$ cat config.mk
export PLATFORM = sky130hd
export DESIGN_NAME = hbp_host_port
export DESIGN_NICKNAME = d
export VERILOG_FILES = /design/src/rtl/hbp_host_port.v /design/src/rtl/hbp_phase_timer.v
export VERILOG_INCLUDE_DIRS = /design/src /design/src/shared
export SDC_FILE = /design/constraint.sdc
export NUM_CORES = 1
export LEC_CHECK = 0
export ABC_AREA = 1
export BUFFER_PORTS_ARGS = -buffer_cell sky130_fd_sc_hd__buf_2
export CORE_MARGIN = 8
export CORE_UTILIZATION = 54
export DETAILED_ROUTE_END_ITERATION = 7
export MAX_ROUTING_LAYER = met4
export PLACE_DENSITY = 0.8
export SYNTH_ARGS = -nofsm -noshare
export SYNTH_HDL_FRONTEND = slang
export SYNTH_SLANG_ARGS = --single-unit
$ cat constraint.sdc
create_clock -name clk -period 2.3 [get_ports clk]
set_clock_uncertainty 0.1 [all_clocks]
set_input_delay 0.46 -clock clk [delete_from_list [all_inputs] [get_ports clk]]
set_output_delay 0.46 -clock clk [all_outputs]
set_load 0.03 [all_outputs]
$ cat src/shared/hbp_defs.vh
// timing counts and mode codes for the host bus port controller
`ifndef HBP_DEFS_VH
`define HBP_DEFS_VH
`define HBP_CLK_NS        20
`define HBP_SETUP_NS      40
`define HBP_STROBE_NS     100
`define HBP_HOLD_NS       40
`define HBP_SETUP_CYC     ((`HBP_SETUP_NS + `HBP_CLK_NS - 1) / `HBP_CLK_NS)
`define HBP_STROBE_CYC    ((`HBP_STROBE_NS + `HBP_CLK_NS - 1) / `HBP_CLK_NS)
`define HBP_HOLD_CYC      ((`HBP_HOLD_NS + `HBP_CLK_NS - 1) / `HBP_CLK_NS)
`define HBP_CNT_W         4
`define HBP_MODE_STROBE   2'h0
`define HBP_MODE_RWLINE   2'h1
`define HBP_MODE_MUXED    2'h2
`endif

$ cat src/rtl/hbp_host_port.v
// host controller driving the uart parallel bus port
`timescale 1ns/1ps
`include "hbp_defs.vh"
module hbp_host_port (
	input  wire       clk,                       // 50 MHz clock
	input  wire       rst_n,                     // sync reset, active low
	input  wire       muxed_bus_enable,          // strap: muxed address/data mode
	input  wire       bus_type_sel,              // strap: 1 strobe, 0 rw-line
	input  wire       req_valid,                 // access request
	output wire       req_ready,                 // controller idle
	input  wire       req_write,                 // 1 write, 0 read
	input  wire [2:0] req_addr,                  // register address
	input  wire [7:0] req_wdata,                 // write data
	output reg        rsp_valid_r,               // one-cycle access done
	output reg  [7:0] rsp_rdata_r,               // read data
	output reg        chip_select_n_r,           // chip select pin
	output reg        read_strobe_n_r,           // read strobe pin
	output reg        write_strobe_n_r,          // write strobe / direction pin
	output reg        address_latch_n_r,         // address latch pin
	output reg  [2:0] register_address_r,        // address pins
	output reg  [7:0] host_data_lines_o_r,       // data/shared lines out
	output reg        host_data_lines_oe_n_r,    // low while host drives
	input  wire [7:0] host_data_lines_i          // data/shared lines in
);
	localparam [5:0] S_IDLE  = 6'h01;
	localparam [5:0] S_ALE   = 6'h02;
	localparam [5:0] S_SETUP = 6'h04;
	localparam [5:0] S_STRB  = 6'h08;
	localparam [5:0] S_HOLD  = 6'h10;
	localparam [5:0] S_DONE  = 6'h20;
	// cycle counts are worked out as integers, then cut to the timer width
	localparam integer SETUP_I  = `HBP_SETUP_CYC;
	localparam integer STROBE_I = `HBP_STROBE_CYC;
	localparam integer HOLD_I   = `HBP_HOLD_CYC;
	localparam [3:0]   SETUP_C  = SETUP_I[3:0];
	localparam [3:0]   STROBE_C = STROBE_I[3:0];
	localparam [3:0]   HOLD_C   = HOLD_I[3:0];

	reg  [5:0] state_r;
	reg  [5:0] state_nxt;
	reg  [1:0] mode_r;
	reg        wr_r;
	reg  [2:0] addr_r;
	reg  [7:0] wdata_r;
	reg  [7:0] din_s1_r;
	reg  [7:0] din_s2_r;
	reg        load;
	reg  [3:0] load_cnt;
	wire       phase_done;

	////////////////////////////////////////////////////////////////
	function [1:0] pick_mode;
		input m;
		input b;
		begin
			if (m)
				pick_mode = `HBP_MODE_MUXED;
			else if (b)
				pick_mode = `HBP_MODE_STROBE;
			else
				pick_mode = `HBP_MODE_RWLINE;
		end
	endfunction

	hbp_phase_timer u_timer (
		.clk   (clk),
		.rst_n (rst_n),
		.load  (load),
		.count (load_cnt),
		.done  (phase_done)
	);

	assign req_ready = (state_r == S_IDLE);

	// data lines pass two flops before use
	always @(posedge clk) begin
		din_s1_r <= host_data_lines_i;
		din_s2_r <= din_s1_r;
	end

	////////////////////////////////////////////////////////////////
	always @* begin
		state_nxt = state_r;
		load      = 1'b0;
		load_cnt  = SETUP_C;
		case (state_r)
			S_IDLE: begin
				if (req_valid) begin
					load = 1'b1;
					state_nxt = (pick_mode(muxed_bus_enable, bus_type_sel) ==
						`HBP_MODE_MUXED) ? S_ALE : S_SETUP;
				end
			end
			S_ALE: begin
				if (phase_done) begin
					load = 1'b1;
					state_nxt = S_SETUP;
				end
			end
			S_SETUP: begin
				if (phase_done) begin
					load = 1'b1;
					load_cnt = STROBE_C;
					state_nxt = S_STRB;
				end
			end
			S_STRB: begin
				if (phase_done) begin
					load = 1'b1;
					load_cnt = HOLD_C;
					state_nxt = S_HOLD;
				end
			end
			S_HOLD: begin
				if (phase_done)
					state_nxt = S_DONE;
			end
			S_DONE:  state_nxt = S_IDLE;
			default: state_nxt = S_IDLE;
		endcase
	end

	////////////////////////////////////////////////////////////////
	always @(posedge clk) begin
		if (!rst_n) begin
			state_r                <= S_IDLE;
			mode_r                 <= `HBP_MODE_STROBE;
			wr_r                   <= 1'b0;
			addr_r                 <= 3'h0;
			wdata_r                <= 8'h00;
			rsp_valid_r            <= 1'b0;
			rsp_rdata_r            <= 8'h00;
			chip_select_n_r        <= 1'b1;
			read_strobe_n_r        <= 1'b1;
			write_strobe_n_r       <= 1'b1;
			address_latch_n_r      <= 1'b1;
			register_address_r     <= 3'h0;
			host_data_lines_o_r    <= 8'h00;
			host_data_lines_oe_n_r <= 1'b1;
		end else begin
			state_r     <= state_nxt;
			rsp_valid_r <= 1'b0;
			case (state_r)
				S_IDLE: begin
					if (req_valid) begin
						mode_r  <= pick_mode(muxed_bus_enable, bus_type_sel);
						wr_r    <= req_write;
						addr_r  <= req_addr;
						wdata_r <= req_wdata;
						chip_select_n_r <= 1'b0;
						if (muxed_bus_enable) begin
							address_latch_n_r      <= 1'b0;
							host_data_lines_o_r    <= {5'h00, req_addr};
							host_data_lines_oe_n_r <= 1'b0;
						end else begin
							register_address_r <= req_addr;
							if (!bus_type_sel) begin
								write_strobe_n_r <= ~req_write;
								read_strobe_n_r  <= 1'b1;
							end
							if (req_write) begin
								host_data_lines_o_r    <= req_wdata;
								host_data_lines_oe_n_r <= 1'b0;
							end
						end
					end
				end
				S_ALE: begin
					if (phase_done) begin
						address_latch_n_r <= 1'b1;
						if (wr_r)
							host_data_lines_o_r <= wdata_r;
						else
							host_data_lines_oe_n_r <= 1'b1;
					end
				end
				S_SETUP: begin
					if (phase_done && mode_r != `HBP_MODE_RWLINE) begin
						if (wr_r)
							write_strobe_n_r <= 1'b0;
						else
							read_strobe_n_r <= 1'b0;
					end
				end
				S_STRB: begin
					if (phase_done) begin
						if (!wr_r)
							rsp_rdata_r <= din_s2_r;
						if (mode_r == `HBP_MODE_RWLINE)
							chip_select_n_r <= 1'b1;
						else begin
							read_strobe_n_r  <= 1'b1;
							write_strobe_n_r <= 1'b1;
						end
					end
				end
				S_HOLD: begin
					if (phase_done) begin
						chip_select_n_r        <= 1'b1;
						write_strobe_n_r       <= 1'b1;
						host_data_lines_oe_n_r <= 1'b1;
					end
				end
				S_DONE: rsp_valid_r <= 1'b1;
				default: ;
			endcase
		end
	end
endmodule // hbp_host_port

$ cat src/rtl/hbp_phase_timer.v
// phase timer: counts a loaded number of cycles and pulses done
`timescale 1ns/1ps
module hbp_phase_timer (
	input  wire       clk,    // system clock
	input  wire       rst_n,  // sync reset, active low
	input  wire       load,   // start a new phase
	input  wire [3:0] count,  // phase length in cycles
	output wire       done    // high in last cycle of phase
);
	reg [3:0] cnt_r;
	always @(posedge clk) begin
		if (!rst_n)
			cnt_r <= 4'h0;
		else if (load)
			cnt_r <= count;
		else if (cnt_r != 4'h0)
			cnt_r <= cnt_r - 4'h1;
	end
	assign done = (cnt_r == 4'h1);
endmodule // hbp_phase_timer

==> impl_metrics.ini, run 1 <==
[global_route]
grt_pass1_wl_um = 10800
overflow = 0
antenna_found_initial = 0
grt_pass1_vias = 2354
grt_max_degree = 27
gr-usage-all-layers = 0.193

[placed_design]
port_buffers = 50
globalplace.congestion = 0.884
place_hpwl_um = 4590
dp_cells = 441

[synth]
async_reset_ff_frac = 0
seq_area_frac_synth = 0.479
ys_warn_count = 0
postSynthCellCount = 345
synth_flop_cell = dfxtp_1
syn_nets = 373
yosysUniqueCellTypes = 32
avgSynthCellArea_um2 = 7.50
syn-cell-area_um2 = 2590
ys_ff_latch = 62
synth_edf_count = 0

[cts]
ctsHoldBuffers = 0
clock_latency_ps = 340
cts-buffers-inserted = 9
clockRootBuffer = clkbuf_8
cts_setup_buffers = 0
ctsResizeCount = 0
cts.sinks = 62
path_clk_slew_ps = 80
htree_levels = 3
clock_path_buffers = 2
cts_tree = done

[layout]
syn2layout_area_growth_pct = 18.6
final_cell_mix = 68 x nor2_1, 66 x nand2_1, 62 x dfxtp_1, 50 x buf_2, 30 x o21ai_0
layout_commonest_cell = nor2_1
drive_above_1_share = 0.208
final_cells = 457
diodes = 0
nets = 426

[timing]
tns_ps = 0
hold_viol = 0
timing.fmax_mhz = 473
rsz0062_at_grt = false
worst_pin_slew_ps = 453
finalSetupViolCount = 0
period_share = 0.919
fin_crit_ps = 2110
drv_slew = 0
slew_headroom = 0.697

[pwr]
sw_frac_of_total = 0.428
ir_drop_uv = 715
power.leakage_nw = 1.50
clkPwrFrac = 0.239
totalPowerFinal_mw = 4.11
power.switching_mw = 1.76
seqPwrFrac = 0.357
combinationalPowerShare = 0.404
power.density_nw_per_um2 = 1340
p_int_mw = 2.35

[floorplanning]
die_h_um = 85.2
die_area_um2 = 7270
die_w_um = 85.2
ios = 51
coreArea_um2 = 4660
fp-row-count = 25
start_util = 0.555

[drt]
wl_per_cell_um = 13.9
post_drt_via_cell_ratio = 5.23
remaining_drc_errors = 0
num_vias = 2391
drt_first_iter_violations = 226
finalWirelength_um = 6340
first_pass_iters = 4
ant_nets = 0

[hold_path]
min_from = host_data_lines_i[2]
worstHoldPathCells = 1
hold_class = in2reg

[setup_path]
crit_arrival_ps = 1550
slowest_delay_ps = 350
crit_type = reg2out
startpoint = state_r[4]
worstPathCellList = nor2_4 -> nand2_1 -> nor2_1 -> buf_2
cp_num_buf_inv = 1
crit_family = simple AND/OR/NAND/NOR gates
reg2regPathDepth = 9
cp_slowest_cell = dfxtp_1
cp.depth = 4
endpoint_kind = output pin
crit_path_start_kind = flip-flop
worstPathRequired_ps = 1740
r2r-start = state_r[4]
cp_max_fo = 8

[outcome]
outcome = completed

[flow_run]
cap_viol_max_count = 0
[through the flow]
stage / hold WS [ps] / utilization / setup slack (ps) / area, um^2
4_1_cts: 99.9 / 0.659 / 164 / 3070
3_3_place_gp: 210 / 0.615 / 419 / 2870
6_report: 115 / 0.659 / 187 / 3070
2_1_floorplan: 210 / - / 357 / 2590
3_5_place_dp: 214 / 0.615 / 332 / 2870
5_1_grt: 98.9 / 0.659 / 4.43 / 3070
[power groups by stage]
stage          sequential, mW  combinational (mW)  clock [mW]
3_3_place_gp             1.48                1.61           0
4_1_cts                  1.46                1.66       0.999
5_1_grt                  1.49                1.89        1.05
2_1_floorplan            1.65                1.09           0
3_5_place_dp             1.48                1.65           0
6_report                 1.47                1.66       0.982
[cell families after synthesis]
kind of cell / count (synthesis) / synth area share
and+or+nand+nor: 190 / 0.336
buffers and inverters: 41 / 0.0662
adders and majority gates: 3 / 0.0145
DFF: 62 / 0.479
xor gates and xnor gates: 2 / 0.00677
AOI/OAI and AO/OA: 47 / 0.0971
[sequential cells by signal, indices dropped and copies added, names as in the netlist]
signal and count:
wdata_r 8, chip_select_n_r 1, rsp_valid_r 1, read_strobe_n_r 1, host_data_lines_o_r 8, u_timer.cnt_r 4, write_strobe_n_r 1, register_address_r 3
din_s2_r 8, host_data_lines_oe_n_r 1, state_r 6, wr_r 1, din_s1_r 8, rsp_rdata_r 8, address_latch_n_r 1, mode_r 2
[Yosys cell counts (2+ instances only)]
master	n	share of area
nor2_1	68	0.099
nand2_1	66	0.096
dfxtp_1	62	0.48
o21ai_0	30	0.058
inv_1	29	0.042
nand3_1	19	0.037
nor3_1	16	0.031
a21oi_1	11	0.021
buf_2	5	0.0097
nor2_4	4	0.017
clkbuf_1	3	0.0043
ha_1	3	0.015
nand4_1	3	0.0073
o211ai_1	3	0.0087
nand2_2	2	0.0048
nand3_2	2	0.0077
nor2_2	2	0.0048
or2_2	2	0.0048
xnor2_1	2	0.0068
[final timing paths]
check	endpoint	slack [ps]
worst max-delay path	req_ready	190
worst min-delay path	din_s1_r[2]	120
worst max register to register	host_data_lines_o_r[3]	260
worst min register to register	din_s2_r[0]	230
[cell type report]
class                      instances  area (um^2)
multi-input combinational        242         1180
timing repair buffer              52          265
fill                             408         1590
clock inverter                     7         80.1
clock buffer                       9          124
inverter                          31          116
sequential                        62         1240
tap                               54         67.6
[worst reg2reg max path, delay by kind of cell, from the launching register on]
| family | cells | cell delay (ps) |
|---|---|---|
| flip-flops | 1 | 350 |
| AND/OR/NAND/NOR | 9 | 1520 |
[layer usage]
layer	global-route usage	up-vias	wire (um)
li1	-	1216	-
met1	0.225	1073	2850
met2	0.298	88	3000
met3	0.0454	14	350
met4	0.112	0	143
met5	-	-	0
No activity file was read; power rests on OpenSTA's default activity.
==> run 2: changes to the inputs <==
--- a/config.mk
+++ b/config.mk
@@ -15,4 +15,5 @@
 export PLACE_DENSITY = 0.8
 export SYNTH_ARGS = -nofsm -noshare
 export SYNTH_HDL_FRONTEND = slang
+export SYNTH_HIERARCHICAL = 1
 export SYNTH_SLANG_ARGS = --single-unit
==> run 2 against run 1 <==
Against the previous run:
- sequential power decreased by 7%
- critical path depth stayed put
- worst hold slack better by 7.7 ps
- synthesized cell count grew 0.29%
- highest routed layer unchanged
==> impl_metrics.ini, run 2 <==
[floorplanning]
coreArea_um2 = 4690
start_util = 0.555
die_h_um = 85.5
ios = 51
fp-row-count = 25
die_area_um2 = 7300
die_w_um = 85.5

[timing]
hold_viol = 0
rsz0062_at_grt = false
tns_ps = 0
fin_ws_ps = 387
period_share = 0.832
hold_slack_ps = 123
finalSetupViolCount = 0
timing.fmax_mhz = 523
fin_crit_ps = 1910
drv_slew = 0

[setup_path]
crit_arrival_ps = 1350
worstPathRequired_ps = 1740
crit_path_start_kind = flip-flop
crit_type = reg2out
cp_max_fo = 6
endpoint_kind = output pin

[synth]
synth_area_leaders = dfxtp_1 48%, nor2_1 9.5%, nand2_1 7.9%
ys_ff_latch = 62
syn-cell-area_um2 = 2600
synth_flop_cell = dfxtp_1
seq_area_frac_synth = 0.476
syn_nets = 374
synth.top_cell.area_share = 0.476
avgSynthCellArea_um2 = 7.53
yosysUniqueCellTypes = 30
ys_warn_count = 6
async_reset_ff_frac = 0
synth_edf_count = 0
yosysMostFrequentCell = nor2_1
postSynthCellCount = 346
ys_top_cells_by_count = 66 x nor2_1, 62 x dfxtp_1, 55 x nand2_1
yosysTopAreaCell = dfxtp_1

[global_route]
gr-usage-all-layers = 0.175
grt_max_degree = 19
antenna_found_initial = 0
overflow = 0
grt_pass1_wl_um = 10000
grt_pass1_vias = 2321

[cts]
cts_tree = done
cts-buffers-inserted = 9
ctsHoldBuffers = 0
htree_levels = 3
clock_path_buffers = 2
cts.sinks = 62
cts_setup_buffers = 0
clock_latency_ps = 330
path_clk_slew_ps = 70
clockRootBuffer = clkbuf_8
ctsResizeCount = 0

[flow_run]
cap_viol_max_count = 0

[drt]
wl_per_cell_um = 12.5
ant_nets = 0
post_drt_via_cell_ratio = 4.99
drt_first_iter_violations = 184
dr_wl_met3_um = 323
wl_met1_um = 2690
dr_wl_met2_um = 2650
remaining_drc_errors = 0
first_pass_iters = 5
finalWirelength_um = 5790
topRoutingLayerUsed = met4
num_vias = 2306

[pwr]
combinationalPowerShare = 0.353
totalPowerFinal_mw = 3.36
power.density_nw_per_um2 = 1090
clkPwrFrac = 0.242
power.switching_mw = 1.33
sw_frac_of_total = 0.396
p_int_mw = 2.03
ir_drop_uv = 700
seqPwrFrac = 0.405
power.leakage_nw = 1.53

[placed_design]
place_hpwl_um = 4230
globalplace.congestion = 0.915
place_ws_ps = 419
port_buffers = 50

[layout]
drive_above_1_share = 0.225
final_cell_mix = 66 x nor2_1, 62 x dfxtp_1, 55 x nand2_1, 50 x buf_2, 37 x inv_1
seq_area_um2 = 1240
layout_commonest_cell = nor2_1
nets = 431
diodes = 0
syn2layout_area_growth_pct = 18.0
multiInputGateArea_um2 = 1170
fillers = 402

[outcome]
outcome = completed

[hold_path]
hold_class = in2reg
## run 2: cell count changes after synthesis, sizes merged, moves of 5 or more
cell	before	now
nand3	22	30
nor3	16	2
o21ai	30	36
nand2	68	60
inv	30	42
buf	7	2
## run 2: power by group through the flow
stage | Combinational [mW] | Clock (mW) | Sequential (mW)
4_1_cts | 1.19 | 0.829 | 1.36
3_5_place_dp | 1.18 | 0 | 1.39
2_1_floorplan | 0.774 | 0 | 1.51
3_3_place_gp | 1.16 | 0 | 1.38
6_report | 1.19 | 0.813 | 1.36
5_1_grt | 1.36 | 0.879 | 1.38
## run 2: final timing paths
| check | startpoint | to | slack (ps) | cells past startpoint |
|---|---|---|---|---|
| setup / recovery | state_r[4] | req_ready | 390 | 4 |
| setup reg to reg | state_r[4] | u_timer/cnt_r[3] | 400 | 11 |
| hold / removal | host_data_lines_i[1] | din_s1_r[1] | 120 | 1 |
| hold reg to reg | din_s1_r[3] | din_s2_r[3] | 230 | 0 |
## run 2: cell families (layout without fill, tap and decap cells)
kind of cell,after synthesis,count (layout),share of synthesized area
buffers and inverters,49,111,0.0749
AOI/OAI and AO/OA,55,55,0.110
DFF,62,62,0.476
adders and majority gates,3,3,0.0144
other,1,1,0.00144
and+or+nand+nor,176,176,0.322
## run 2: layout make-up
class	count	share of cell area
Multi-Input combinational cell	235	0.380
Inverter	42	0.0513
Clock buffer	10	0.0415
Tap cell	54	0.0220
Clock inverter	6	0.0126
Timing Repair Buffer	53	0.0887
Sequential cell	62	0.404
## run 2: worst max-delay path, cell delays in order (launching register included)
cell,delay (ps)
dfxtp_1,340
nor2_4,230
nand2_4,100
nor2_8,130
buf_2,220
## run 2: layer usage
layer  vias to the layer above  GRT usage
met1                      1006      0.201
met3                        11     0.0531
met5                         -          -
met2                        72      0.269
met4                         0     0.0892
li1                       1217          -
## run 2: per-stage QoR
step                instances  utilization  cell area [um^2]
floorplan                 346            -              2610
global placement          446        0.620              2910
detailed placement        446        0.620              2910
CTS                       462        0.655              3070
global route              462        0.655              3070
finish                    462        0.655              3070
